<file path="config.mk">
export PLATFORM = sky130hd
export DESIGN_NAME = rtt_timer
export DESIGN_NICKNAME = d
export VERILOG_FILES = /design/src/rtt_pkg.sv /design/src/rtt_timer.sv
export SDC_FILE = /design/constraint.sdc
export NUM_CORES = 1
export LEC_CHECK = 0
export ABC_CLOCK_PERIOD_IN_PS = 4100
export BUFFER_PORTS_ARGS = -buffer_cell sky130_fd_sc_hd__buf_2
export CORE_ASPECT_RATIO = 0.6
export CORE_UTILIZATION = 58
export DETAILED_ROUTE_END_ITERATION = 7
export PLACE_DENSITY = 0.85
export SETUP_SLACK_MARGIN = 0.5
export SLEW_MARGIN = 25
export SYNTH_ARGS = -nofsm -noshare
export SYNTH_HDL_FRONTEND = slang
export SYNTH_SLANG_ARGS = --single-unit
export TNS_END_PERCENT = 20
</file>
<file path="constraint.sdc">
create_clock -name REF_CLK_IN -period 4.1 [get_ports REF_CLK_IN]
set_clock_uncertainty 0.15 [all_clocks]
set_input_delay 0.41 -clock REF_CLK_IN [delete_from_list [all_inputs] [get_ports REF_CLK_IN]]
set_output_delay 0.41 -clock REF_CLK_IN [all_outputs]
set_load 0.005 [all_outputs]
</file>
<file path="src/rtt_pkg.sv">
// Constants and types of the reader timer block
// Assumes a 50 MHz system clock and byte-wide registers on a 32-bit bus
package rtt_pkg;

  // Clock rates in kHz
  localparam int unsigned SYS_CLK_KHZ    = 50000;
  localparam int unsigned BASE_TICK_KHZ  = 13560;
  localparam int unsigned SLOW_TICK_KHZ  = 212;
  localparam int unsigned ACC_W          = 17;
  localparam logic [ACC_W-1:0] ACC_MOD   = ACC_W'(SYS_CLK_KHZ);
  localparam logic [ACC_W-1:0] BASE_STEP = ACC_W'(BASE_TICK_KHZ);
  localparam logic [ACC_W-1:0] SLOW_STEP = ACC_W'(SLOW_TICK_KHZ);

  // Register indices; byte address is four times the index
  localparam logic [7:0] IDX_CONTROL   = 8'h19;
  localparam logic [7:0] IDX_RELOAD_HI = 8'h1a;
  localparam logic [7:0] IDX_RELOAD_LO = 8'h1b;
  localparam logic [7:0] IDX_COUNT_HI  = 8'h1c;
  localparam logic [7:0] IDX_COUNT_LO  = 8'h1d;
  localparam logic [7:0] IDX_STATUS    = 8'h30;
  localparam int unsigned ADDR_W       = 10;

  // Control fields
  localparam int unsigned CTL_STOP_RX   = 7;
  localparam int unsigned CTL_START_LO  = 4;
  localparam int unsigned CTL_RELOAD_EN = 3;
  localparam int unsigned CTL_SRC_LO    = 0;
  localparam logic [7:0]  CTL_WR_MASK   = 8'hbb;
  localparam logic [7:0]  CTL_RESET     = 8'h00;
  localparam logic [15:0] RELOAD_RESET  = 16'h0000;

  // Status fields
  localparam int unsigned STS_FLAG    = 0;
  localparam int unsigned STS_RUNNING = 1;
  localparam int unsigned STS_STOP    = 2;

  typedef enum logic [1:0] {
    START_NONE    = 2'h0,
    START_TX_END  = 2'h1,
    START_TRIM    = 2'h2,
    START_TRIM_UF = 2'h3
  } rtt_start_e;

  typedef enum logic [1:0] {
    SRC_BASE  = 2'h0,
    SRC_SLOW  = 2'h1,
    SRC_SIB_A = 2'h2,
    SRC_SIB_B = 2'h3
  } rtt_src_e;

  typedef enum logic [1:0] {
    BUS_IDLE = 2'h0,
    BUS_ACK  = 2'h1
  } rtt_bus_e;

  typedef struct packed {
    logic [ADDR_W-1:0] address;
    logic              read;
    logic              write;
    logic [31:0]       writedata;
    logic [3:0]        byteenable;
  } rtt_avs_req_s;

  typedef struct packed {
    logic        waitrequest;
    logic [31:0] readdata;
  } rtt_avs_rsp_s;

  typedef struct packed {
    logic             stop_on_receive;
    rtt_start_e       auto_start_select;
    logic             auto_reload_enable;
    rtt_src_e         tick_source_select;
  } rtt_ctl_s;

  typedef struct packed {
    rtt_ctl_s          ctl;
    logic [7:0]        reload_high_byte;
    logic [7:0]        reload_low_byte;
    logic [15:0]       count;
    logic              running;
    logic              underflow_flag;
    logic [ACC_W-1:0]  base_acc;
    logic [ACC_W-1:0]  slow_acc;
    logic [2:0]        lfo_sync;
    logic              lfo_level;
    rtt_bus_e          bus;
    rtt_avs_rsp_s      rsp;
  } rtt_state_s;

endpackage

</file>
<file path="src/rtt_timer.sv">
// 16-bit down-counting reader timer with Avalon-MM register slave
// Assumes transceiver and sibling timer events are one-cycle pulses on this clock;
// the oscillator reference comes from a pin and is synchronised here
//
// The Avalon-MM register port was chosen for this implementation.
`timescale 1ns/10ps
module rtt_timer
(
  // Clock and reset
  input  wire logic                        REF_CLK_IN,
  input  wire logic                        RST_B_IN,
  // Avalon-MM slave
  input  wire logic [rtt_pkg::ADDR_W-1:0]  AVS_ADDRESS_IN,
  input  wire logic                        AVS_READ_IN,
  input  wire logic                        AVS_WRITE_IN,
  input  wire logic [31:0]                 AVS_WRITEDATA_IN,
  input  wire logic [3:0]                  AVS_BYTEENABLE_IN,
  output logic                             AVS_WAITREQUEST_OUT,
  output logic [31:0]                      AVS_READDATA_OUT,
  // Transceiver and sibling events, reference oscillator
  input  wire logic                        TX_END_IN,
  input  wire logic                        RX_FIRST_BITS_IN,
  input  wire logic                        SIB_A_UNDERFLOW_IN,
  input  wire logic                        SIB_B_UNDERFLOW_IN,
  input  wire logic                        LFO_REF_IN,
  // Timer state
  output logic                             UNDERFLOW_FLAG_OUT,
  output logic                             RUNNING_OUT
);
  import rtt_pkg::*;

  rtt_state_s   st_r;
  rtt_state_s   st_nxt;
  rtt_avs_req_s req;

  // Register index from a byte address
  function automatic logic [7:0] reg_index(input logic [ADDR_W-1:0] a);
    reg_index = a[ADDR_W-1:2];
  endfunction

  // Phase accumulator step, wraps modulo the system rate
  function automatic logic [ACC_W:0] acc_step(input logic [ACC_W-1:0] acc, input logic [ACC_W-1:0] step);
    logic [ACC_W-1:0] sum;
    sum = acc + step;
    if (sum >= ACC_MOD)
    begin
      acc_step = {1'b1, sum - ACC_MOD};
    end
    else
    begin
      acc_step = {1'b0, sum};
    end
  endfunction

  // Control byte to fields; reserved bits dropped
  function automatic rtt_ctl_s ctl_unpack(input logic [7:0] b);
    rtt_ctl_s c;
    c.stop_on_receive    = b[CTL_STOP_RX];
    c.auto_start_select  = rtt_start_e'(b[CTL_START_LO +: 2]);
    c.auto_reload_enable = b[CTL_RELOAD_EN];
    c.tick_source_select = rtt_src_e'(b[CTL_SRC_LO +: 2]);
    ctl_unpack = c;
  endfunction

  // Fields to control byte; reserved bits read zero
  function automatic logic [7:0] ctl_pack(input rtt_ctl_s c);
    logic [7:0] b;
    b                    = 8'h00;
    b[CTL_STOP_RX]       = c.stop_on_receive;
    b[CTL_START_LO +: 2] = c.auto_start_select;
    b[CTL_RELOAD_EN]     = c.auto_reload_enable;
    b[CTL_SRC_LO +: 2]   = c.tick_source_select;
    ctl_pack = b & CTL_WR_MASK;
  endfunction

  // Both trimming modes share the reference edge handling
  function automatic logic is_trim(input rtt_start_e m);
    is_trim = (m == START_TRIM) || (m == START_TRIM_UF);
  endfunction

  // 16-bit reload value from its two bytes
  function automatic logic [15:0] reload_value(input rtt_state_s s);
    reload_value = {s.reload_high_byte, s.reload_low_byte};
  endfunction

  // Count tick from the selected source
  function automatic logic tick_pick(input rtt_src_e s, input logic base_t, input logic slow_t,
                                     input logic sib_a, input logic sib_b);
    logic t;
    t = 1'b0;
    case (s)
      SRC_BASE:
      begin
        t = base_t;
      end
      SRC_SLOW:
      begin
        t = slow_t;
      end
      SRC_SIB_A:
      begin
        t = sib_a;
      end
      SRC_SIB_B:
      begin
        t = sib_b;
      end
      default:
      begin
        t = 1'b0;
      end
    endcase
    tick_pick = t;
  endfunction

  // Read value of one register index
  function automatic logic [7:0] read_byte(input logic [7:0] i, input rtt_state_s s);
    logic [7:0] b;
    b = 8'h00;
    case (i)
      IDX_CONTROL:
      begin
        b = ctl_pack(s.ctl);
      end
      IDX_RELOAD_HI:
      begin
        b = s.reload_high_byte;
      end
      IDX_RELOAD_LO:
      begin
        b = s.reload_low_byte;
      end
      IDX_COUNT_HI:
      begin
        b = s.count[15:8];
      end
      IDX_COUNT_LO:
      begin
        b = s.count[7:0];
      end
      IDX_STATUS:
      begin
        b = {6'h00, s.running, s.underflow_flag};
      end
      default:
      begin
        b = 8'h00;
      end
    endcase
    read_byte = b;
  endfunction

  assign req.address    = AVS_ADDRESS_IN;
  assign req.read       = AVS_READ_IN;
  assign req.write      = AVS_WRITE_IN;
  assign req.writedata  = AVS_WRITEDATA_IN;
  assign req.byteenable = AVS_BYTEENABLE_IN;

  always_comb
  begin
    logic [ACC_W:0] base_n;
    logic [ACC_W:0] slow_n;
    logic           tick;
    logic           lfo_rise;
    logic           trim_mode;
    logic           start_ev;
    logic           stop_ev;
    logic           flag_set;
    logic           flag_clr;
    logic           acc_ok;
    logic           wr_ok;
    logic [7:0]     idx;
    logic [7:0]     rd_byte;
    base_n    = '0;
    slow_n    = '0;
    tick      = 1'b0;
    lfo_rise  = 1'b0;
    trim_mode = 1'b0;
    start_ev  = 1'b0;
    stop_ev   = 1'b0;
    flag_set  = 1'b0;
    flag_clr  = 1'b0;
    acc_ok    = 1'b0;
    wr_ok     = 1'b0;
    idx       = reg_index(req.address);
    rd_byte   = 8'h00;
    st_nxt    = st_r;

    // Reference oscillator synchroniser
    st_nxt.lfo_sync = {st_r.lfo_sync[1:0], LFO_REF_IN};
    if (st_r.lfo_sync[1] == st_r.lfo_sync[2] && st_r.lfo_sync[2] != st_r.lfo_level)
    begin
      st_nxt.lfo_level = st_r.lfo_sync[2];
      lfo_rise         = st_r.lfo_sync[2];
    end

    base_n          = acc_step(st_r.base_acc, BASE_STEP);
    st_nxt.base_acc = base_n[ACC_W-1:0];
    slow_n          = acc_step(st_r.slow_acc, SLOW_STEP);
    st_nxt.slow_acc = slow_n[ACC_W-1:0];

    tick = tick_pick(st_r.ctl.tick_source_select, base_n[ACC_W], slow_n[ACC_W],
                     SIB_A_UNDERFLOW_IN, SIB_B_UNDERFLOW_IN);

    // Bus handshake: one wait cycle, then answer
    acc_ok = (req.read || req.write) && st_r.bus == BUS_ACK;
    wr_ok  = acc_ok && req.write && req.byteenable[0];
    st_nxt.rsp.waitrequest = 1'b1;
    st_nxt.rsp.readdata    = '0;
    st_nxt.bus             = BUS_IDLE;
    if ((req.read || req.write) && st_r.bus == BUS_IDLE)
    begin
      st_nxt.bus             = BUS_ACK;
      st_nxt.rsp.waitrequest = 1'b0;
      rd_byte             = read_byte(idx, st_r);
      st_nxt.rsp.readdata = {24'h000000, rd_byte};
    end

    if (wr_ok)
    begin
      case (idx)
        IDX_CONTROL:
        begin
          st_nxt.ctl = ctl_unpack(req.writedata[7:0]);
        end
        IDX_RELOAD_HI:
        begin
          st_nxt.reload_high_byte = req.writedata[7:0];
        end
        IDX_RELOAD_LO:
        begin
          st_nxt.reload_low_byte = req.writedata[7:0];
        end
        IDX_STATUS:
        begin
          flag_clr = req.writedata[STS_FLAG];
          start_ev = req.writedata[STS_RUNNING];
          stop_ev  = req.writedata[STS_STOP];
        end
        default:
        begin
        end
      endcase
    end

    trim_mode = is_trim(st_r.ctl.auto_start_select);

    case (st_r.ctl.auto_start_select)
      START_NONE:
      begin
      end
      START_TX_END:
      begin
        start_ev = start_ev | (TX_END_IN & ~st_r.running);
      end
      START_TRIM,
      START_TRIM_UF:
      begin
        start_ev = start_ev | (lfo_rise & ~st_r.running);
        stop_ev  = stop_ev | (lfo_rise & st_r.running);
      end
      default:
      begin
      end
    endcase

    if (st_r.ctl.stop_on_receive && !trim_mode && RX_FIRST_BITS_IN)
      stop_ev = 1'b1;

    if (st_r.running && tick)
    begin
      if (st_r.count > 16'h0001)
      begin
        st_nxt.count = st_r.count - 16'h0001;
      end
      else if (st_r.ctl.auto_start_select == START_TRIM)
      begin
        st_nxt.count = 16'h0000;
      end
      else
      begin
        flag_set = 1'b1;
        if (st_r.ctl.auto_reload_enable)
          st_nxt.count = reload_value(st_r);
        else
        begin
          st_nxt.count   = 16'h0000;
          st_nxt.running = 1'b0;
        end
      end
    end

    if (stop_ev)
    begin
      st_nxt.running = 1'b0;
    end
    if (start_ev && !stop_ev)
    begin
      st_nxt.running = 1'b1;
      st_nxt.count   = reload_value(st_r);
    end

    // Set wins over clear
    if (flag_set)
    begin
      st_nxt.underflow_flag = 1'b1;
    end
    else if (flag_clr)
    begin
      st_nxt.underflow_flag = 1'b0;
    end
  end

  always_ff @(posedge REF_CLK_IN or negedge RST_B_IN)
  begin
    if (!RST_B_IN)
    begin
      st_r                  <= '0;
      st_r.ctl              <= ctl_unpack(CTL_RESET);
      st_r.reload_high_byte <= RELOAD_RESET[15:8];
      st_r.reload_low_byte  <= RELOAD_RESET[7:0];
      st_r.rsp.waitrequest  <= 1'b1;
    end
    else
      st_r <= st_nxt;
  end

  assign AVS_WAITREQUEST_OUT = st_r.rsp.waitrequest;
  assign AVS_READDATA_OUT    = st_r.rsp.readdata;
  assign UNDERFLOW_FLAG_OUT  = st_r.underflow_flag;
  assign RUNNING_OUT         = st_r.running;

endmodule

</file>
Word-level counts from Yosys, hierarchy flattened
Cells that the tools add are included.
{"block": "op_classes", "addsub": 5, "order_cmp": 3, "eq_ne": 18, "n_mux": 29, "bitwise": 7, "n_reduce_logical": 23}
{"operator": "16-bit two-way mux", "n": 3}
{"operator": "8-bit case mux with 6 select lines", "n": 1}
{"operator": "8-bit by 5-bit equality test with 1-bit output, second input constant", "n": 5}
{"operator": "18-bit two-way mux", "n": 2}
{"operator": "17-bit by 16-bit greater-or-equal comparator with 1-bit output, second input constant", "n": 2}
{"operator": "17-bit two-way mux", "n": 2}
{"operator": "34-bit two-way mux", "n": 1}
{"operator": "17-bit by 16-bit subtractor with 17-bit output, second input constant", "n": 2}
{"operator": "1-bit two-way mux", "n": 18}
{"operator": "17-bit by 14-bit adder with 17-bit output, second input constant", "n": 1}
{"operator": "17-bit by 8-bit adder with 17-bit output, second input constant", "n": 1}
{"operator": "16-bit by 1-bit greater-than comparator with 1-bit output, second input constant", "n": 1}
{"operator": "16-bit by 1-bit subtractor with 16-bit output, second input constant", "n": 1}
{"operator": "1-bit logical AND", "n": 9}
{"operator": "2-bit equality test, second input constant", "n": 4}
{"operator": "8-bit by 6-bit equality test with 1-bit output, second input constant", "n": 1}
{"operator": "2-bit by 1-bit equality test with 1-bit output, second input constant", "n": 3}
{"operator": "3-bit by 1-bit inequality test with 1-bit output, second input constant", "n": 2}
{"operator": "2-bit AND reduction", "n": 3}
{"operator": "2-bit zero test", "n": 2}
{"operator": "1-bit case mux with 4 select lines", "n": 1}
{"operator": "4-bit AND reduction", "n": 1}
{"operator": "2-bit nonzero test", "n": 2}
{"operator": "1-bit AND", "n": 3}
{"operator": "10 further kinds", "n": 14}
{"block": "totals", "register_bits": 113, "output_inout_bits": 35}

Longest topological paths before layout
Gate-level depths: netlist of the first run.
{"block": "depth", "word_depth": 12, "ltp_mapped": 13}

Worst setup path after synthesis of the first run
OpenSTA, ideal clock, no wires.
{"block": "synth_timing", "path_type": "reg2reg", "start": "register st_r[41] (netlist bit)", "end": "register st_r[75] (netlist bit)", "arrival_time_ns": 2.578, "required_time_ns": 3.871, "slack_ns": 1.292, "path_stages_with_launch": 12, "path_cell_list": "dfrtp_1 > ha_1 > buf_2 > o21ai_4 > and2_1 > buf_6 > a31oi_1 > o211a_2 > o21a_4 > o31ai_4 > buf_6 > mux2i_1"}
{"block": "synth_between", "elab_chain_cells": 6}
{"item": "start, declared", "line_no": "rtt_timer.sv:32", "source": "rtt_state_s st_r;"}
{"item": "start signal, assigned", "line_no": "rtt_timer.sv:325", "source": "st_r <= st_nxt;"}
{"item": "17-bit by 8-bit adder with 17-bit output", "line_no": "rtt_timer.sv:44", "source": "sum = acc + step;"}
{"item": "17-bit by 16-bit greater-or-equal comparator with 1-bit output", "line_no": "rtt_timer.sv:45", "source": "if (sum >= ACC_MOD)"}
{"item": "18-bit two-way mux", "line_no": "rtt_timer.sv:45"}
{"item": "1-bit case mux with 4 select lines", "line_no": "rtt_timer.sv:91", "source": "case (s)"}
{"item": "1-bit logical AND", "line_no": "rtt_timer.sv:270", "source": "if (st_r.running && tick)"}
{"item": "2-bit nonzero test (no source line)"}
No other way between the ends.
A chain may end at the register's enable or synchronous reset.

Final worst setup path of the first run
{"block": "layout_timing", "start": "register st_r[41] (netlist bit)", "end": "register st_r (netlist bit RUNNING_OUT)"}
{"block": "layout_between", "elab_chain_cells": 7}
{"item": "17-bit by 8-bit adder with 17-bit output", "line_no": "rtt_timer.sv:44"}
{"item": "17-bit by 16-bit greater-or-equal comparator with 1-bit output", "line_no": "rtt_timer.sv:45"}
{"item": "18-bit two-way mux", "line_no": "rtt_timer.sv:45"}
{"item": "1-bit case mux with 4 select lines", "line_no": "rtt_timer.sv:91"}
{"item": "1-bit logical AND", "line_no": "rtt_timer.sv:270"}
{"item": "3-bit nonzero test (no source line)"}
{"item": "4-bit AND reduction (no source line)"}
No other way between the ends.

==> out/metrics.cfg, run 1 <==
[status]
status=finished, violations left
violated_checks=negative hold slack

[timing]
count_of_final_setup_violators=0
finalCritPeriodShare_pct=85.46
worst-slew-pin-transition_ns=0.8026
setup_repair_after_global_routing_missed_its_margin=true
setup-tns-final_ns=0
holdWs_ns=-0.07070
final_hold_viol_count=27
max_slew_margin_pct=46.20
layout_min_cycle_time_ns=3.504
slew_violations=0
fmax_mhz=285.4

[critical_path]
worst-r2r-cell-count=9
crit_path_capture=RUNNING_OUT
crit_path_top_delay_cell=o21ai_2
delay_heaviest_family_cp=compound AO/OA/AOI/OAI gates
setup.reg_to_reg.worst_slack_ns=0.60
cp_cell_sequence=ha_1 > o21ai_4 > and2_1 > a31oi_1 > buf_4 > o211a_2 > o21ai_2 > nand3_1 > o221a_2
crit_fanout=13
rr_endpoint=RUNNING_OUT
critPathCaptureType=flop
crit_path_largest_cell_delay_ns=0.55
worst-endpoint-required_ns=4.19
worstPathBufferInverterCount=1
setup.worst_path.start=st_r[41]
critical_path_class=flop to flop
cp.depth=9
timing.critical_path.arrival_ns=3.59
timing.rr.start=st_r[41]
critPathLaunchType=flop

[yosys]
compound_cell_area_share_of_the_yosys_netlist_pct=18.80
synth-edff-count=0
syn-cell-area_mm2=0.005689
synthDominantAreaCellType=dfrtp_1
syn_inst=607
yosys.area_share.xor_xnor_pct=6.752
synth_top_cells_by_area=dfrtp_1 (36%), buf_4 (4.8%), mux2_2 (4.6%)
synth.most_common_cell=dfrtp_1
yosys_register_bits=83
syn_avg_cell_area_um2=9.373
dominantRegCellSynth=dfrtp_1
synth-warning-count=0
netlist_top_cells_count=dfrtp_1 (82), nand2_1 (50), nor2_1 (50), buf_4 (36), a21oi_1 (30)
synth_top_family_by_area=simple AND/OR/NAND/NOR gates
synthSimpleGateAreaFrac_pct=20.39
post_synth_mux_area_share_pct=7.543
synthAdderAreaFrac_pct=2.155
seq_area_frac_synth_pct=36.53
netlist.area_leader.share_pct=36.07
synth_cell_type_count=83
async_flop_share_pct=100.0

[drt]
wl_met1_mm=6.784
met3_wirelength_from_detailed_routing_mm=1.747
route.vias.total=4905
first_drt_pass_iteration_count=5
remaining_drc_errors=0
detail_route.wirelength_mm=14.85
topRoutingLayerUsed=met4
drt-vias-per-instance=6.437
postRouteAntennaNets=0
wl_met2_mm=6.201
routed_wire_length_per_instance_um=19.49
drt-initial-drc-count=540

[hold_path]
worst_hold_path_type=primary input to async pin

[clock_network]
cts_sinks=83
cts_made_buffers=9
htree_num_levels=3
path_clk_slew_ns=0.07
clkLatencyLatePin_ns=0.35
cts_tree=built
post_cts_hold_buffer_count=0
clock_tree.buffer_depth=2
library_cell_used_as_clock_root_buffer=clkbuf_16

[grt]
grt_pass1_vias=4561
number_of_antenna_violations_at_the_first_check_in_global_routing=0
grt_max_degree=84
gr-total-overflow=0
gr-usage-all-layers_pct=30.82
grt_first_pass_wirelength_mm=23.93

[die]
fp.dieH_um=78.72
design.die.area_mm2=0.01022
top_level_ports=90
fp.coreArea_mm2=0.009358
horiz_die_dim_um=129.9
floorplan_row_count=27
start_util_pct=60.80

[place]
portBuffers=36
dpl.hpwl_mm=10.66
globalplace.congestion=1.011

[cells_and_area]
synthToLayoutAreaGrowth_pct=7.279
finalCoreUtilization_pct=65.22
final_nets=691
post_route_cells_drive_above_1_share_pct=18.83
n_antenna_cell=0

[power_and_ir_drop]
max-vdd-ir-drop_uv=259.0
cellPowerDensity_mw_per_mm2=405.2
p_leak_nw=2.609

[job]
maxCapViolations=0

worst min path at each step:
| stage | slack [ns] | endpoint | startpoint |
|---|---|---|---|
| after floorplan | -0.04 | AVS_READDATA_OUT[0] | RST_B_IN |
| after global placement | 0.19 | st_nxt[38] | st_nxt[37] |
| after detailed placement | 0.20 | st_nxt[38] | st_nxt[37] |
| after CTS | 0.01 | st_nxt[37] | LFO_REF_IN |
| after global routing | 0.008 | st_nxt[37] | LFO_REF_IN |
| final | -0.07 | st_r[84] | RST_B_IN |
metrics by stage:
step | setup WS [ns] | instance area, µm² | power, mW | cells
floorplan | 1.292 | 5776 | 1.462 | 630
global placement | 0.6536 | 5766 | 1.611 | 743
detailed placement | 0.5757 | 5766 | 1.634 | 743
CTS | 0.5363 | 6063 | 2.438 | 759
global route | 0.4246 | 6103 | 2.568 | 762
finish | 0.5963 | 6103 | 2.473 | 762
placed cells by master, fill, tap and decap left out, types with 5 or more instances in the layout:
cell type	netlist	routed
o21ai_0	24	24
mux2i_1	17	17
dfrtp_1	82	82
buf_4	36	6
a22o_1	8	8
a32o_1	13	13
xor2_1	16	16
nand3_1	21	20
conb_1	1	24
and3_1	9	9
o31ai_1	7	7
nand2_1	50	50
ha_1	9	9
xnor2_1	26	26
buf_2	8	35
inv_1	17	17
nand2b_1	6	6
nor2b_1	5	5
a21oi_1	30	30
nor4_1	7	7
nand3b_1	5	5
or3_1	5	5
nor2_1	50	50
nand4_1	11	11
mux2_2	23	23
clkbuf_16	0	9
nor3_1	11	11
state kept, by name (all words and copies together) (netlist names):
name	cells
AVS_READDATA_OUT	8
AVS_WAITREQUEST_OUT	1
RUNNING_OUT	1
UNDERFLOW_FLAG_OUT	1
st_nxt	2
st_r	70
final cells by class:
| class | instances | area, µm² |
|---|---|---|
| well taps | 130 | 162.7 |
| clock inverters | 5 | 45.04 |
| clock buffers | 11 | 252.7 |
| inverters | 17 | 63.81 |
| flip-flops and latches | 83 | 2078 |
| multi-input cells | 474 | 3269 |
| repair buffers | 42 | 231.5 |
| fillers | 774 | 3254 |
logic make-up after synthesis:
kind of cell,after synthesis
other,1
flip-flops,83
XOR/XNOR,43
AO/OA/AOI/OAI,141
multiplexers,40
adder cells (fa/ha/maj),10
buffers and inverters,73
AND/OR/NAND/NOR,216
power breakdown:
| part | total, mW | internal [mW] | switching (mW) |
|---|---|---|---|
| clock network | 0.801 | 0.452 | 0.349 |
| logic | 0.653 | 0.253 | 0.400 |
| registers | 1.02 | 0.896 | 0.123 |
| total | 2.47 | 1.60 | 0.872 |
layer usage:
layer  up-vias  GRT usage [%]
met4         0          6.047
met1      2374          44.96
met3        18          11.39
li1       2208              -
met5         -              0
met2       305          43.37
timing repair:
| item | in CTS | in global routing |
|---|---|---|
| endpoints found under the hold margin | 0 | 0 |
| setup buffers | 0 | 3 |
| setup endpoints to repair | 0 | 18 |
| gates resized for setup | 0 | 2 |
(Power assumes the default switching activity.)
==> inputs of run 2 (changes only) <==
--- a/config.mk
+++ b/config.mk
@@ -11,6 +11,7 @@
 export CORE_UTILIZATION = 58
 export DETAILED_ROUTE_END_ITERATION = 7
 export PLACE_DENSITY = 0.85
+export RECOVER_POWER = 25
 export SETUP_SLACK_MARGIN = 0.5
 export SLEW_MARGIN = 25
 export SYNTH_ARGS = -nofsm -noshare
==> run 2 against run 1 <==
Effect of this change:
- first-iteration DRC count unchanged
- critical path type unchanged
- die area is the same
- the run ends with max-capacitance violations, max-slew violations left
- combinational power hardly changed
- sequential power about the same
==> out/metrics.cfg, run 2 (synthesis gave the netlist of run 1 again) <==
[cells_and_area]
most-common-layout-cells=dfrtp_1 (82), nor2_1 (50), nand2_1 (50)
final_nets=691
synthToLayoutAreaGrowth_pct=7.170
post_route_cells_drive_above_1_share_pct=18.83
fill_cells=775
most_common_library_cell_in_the_layout_ignoring_fill_and_taps=dfrtp_1
finalCoreUtilization_pct=65.16
largest_register_ffs=70
n_antenna_cell=0
largest_register=st_r

[drt]
wl_met1_mm=6.728
detail_route.wirelength_mm=14.86
drt-vias-per-instance=6.444
remaining_drc_errors=0
wl_met2_mm=6.202
topRoutingLayerUsed=met4
drt-initial-drc-count=540
met3_wirelength_from_detailed_routing_mm=1.815
postRouteAntennaNets=0
route.vias.total=4910
routed_wire_length_per_instance_um=19.50
first_drt_pass_iteration_count=5

[critical_path]
worst-r2r-cell-count=9
critPathLaunchType=flop
worst-endpoint-required_ns=4.19
critical_path_class=flop to flop
crit_fanout=13
critPathCaptureType=flop
timing.critical_path.arrival_ns=3.57

[status]
status=finished, violations left
violated_checks=max-capacitance violations, max-slew violations

[timing]
setup-tns-final_ns=0
setup_repair_after_global_routing_missed_its_margin=true
max_slew_margin_pct=-41.50
slew_violations=84
fmax_mhz=286.8
final_hold_viol_count=0
count_of_final_setup_violators=0
layout_min_cycle_time_ns=3.487
worst-slew-pin-transition_ns=2.123
finalCritPeriodShare_pct=85.04

[power_and_ir_drop]
max-vdd-ir-drop_uv=259.1
cellPowerDensity_mw_per_mm2=405.6
p_leak_nw=2.607

[clock_network]
cts_sinks=83
cts_made_buffers=9
clkLatencyLatePin_ns=0.35
post_cts_hold_buffer_count=0
cts_tree=built
library_cell_used_as_clock_root_buffer=clkbuf_16
path_clk_slew_ns=0.07
htree_num_levels=3
clock_tree.buffer_depth=2

[die]
design.die.area_mm2=0.01022
fp.coreArea_mm2=0.009358
horiz_die_dim_um=129.9
floorplan_row_count=27
fp.dieH_um=78.72
start_util_pct=60.80
top_level_ports=90

[grt]
number_of_antenna_violations_at_the_first_check_in_global_routing=0
grt_first_pass_wirelength_mm=23.93
grt_pass1_vias=4561
grt_max_degree=84
gr-usage-all-layers_pct=30.82
gr-total-overflow=0

[place]
dpl.hpwl_mm=10.66
globalplace.congestion=1.011
portBuffers=36

[hold_path]
worst_hold_path.num_cells=1
worst_hold_path_type=primary input to flop

[job]
maxCapViolations=1

run 2: per-layer routing:
metal  up-vias  track usage [%]
met3        14            11.39
met5         -                0
met1      2366            44.96
li1       2209                -
met4         0            6.047
met2       321            43.37
run 2: what timing repair did:
item	CTS	global route
buffers inserted	0	3
resized for setup	0	2
endpoints found under the hold margin	0	0
endpoints found under the setup margin	0	18
run 2: through the flow:
stage / hold slack, ns / setup slack, ns / instance area, µm² / std cells / power, mW
2_1_floorplan: -0.03559 / 1.292 / 5776 / 630 / 1.462
3_3_place_gp: 0.1933 / 0.6536 / 5766 / 743 / 1.611
3_5_place_dp: 0.2024 / 0.5757 / 5766 / 743 / 1.634
4_1_cts: 0.01319 / 0.5363 / 6063 / 759 / 2.438
5_1_grt: 0.007776 / 0.4246 / 6097 / 762 / 2.567
6_report: 0.01616 / 0.6133 / 6097 / 762 / 2.473
run 2: power by group:
group | total, mW | switching, mW | internal, mW
combinational | 0.654 | 0.401 | 0.252
sequential | 1.02 | 0.123 | 0.896
clock | 0.800 | 0.348 | 0.452
total | 2.47 | 0.872 | 1.60
run 2: cell type report:
class | instances | area [µm²] | area share (%)
multi-input cells | 474 | 3269 | 53.62
flip-flops and latches | 83 | 2078 | 34.09
clock buffers | 11 | 252.7 | 4.145
repair buffers | 42 | 225.2 | 3.694
well taps | 130 | 162.7 | 2.668
inverters | 17 | 63.81 | 1.047
clock inverters | 5 | 45.04 | 0.7388
run 2: worst max-delay path, stage by stage, from the launching register on:
cell,delay (ns)
dfrtp_1,0.44
ha_1,0.35
o21ai_4,0.27
and2_1,0.38
a31oi_1,0.15
buf_4,0.18
o211a_2,0.32
o21ai_2,0.54
nand3_1,0.28
o221a_2,0.31
run 2: path summary, 6_finish.rpt:
kind	slack, ns	start	end
worst max register to register	0.61	st_r[41]	RUNNING_OUT
min in group asynchronous	0.48	RST_B_IN	st_r[84]
worst min register to register	0.21	st_nxt[37]	st_nxt[38]
max in group asynchronous	2.02	RST_B_IN	st_r[87]
worst max-delay path	0.61	st_r[41]	RUNNING_OUT
worst min-delay path	0.02	LFO_REF_IN	st_nxt[37]
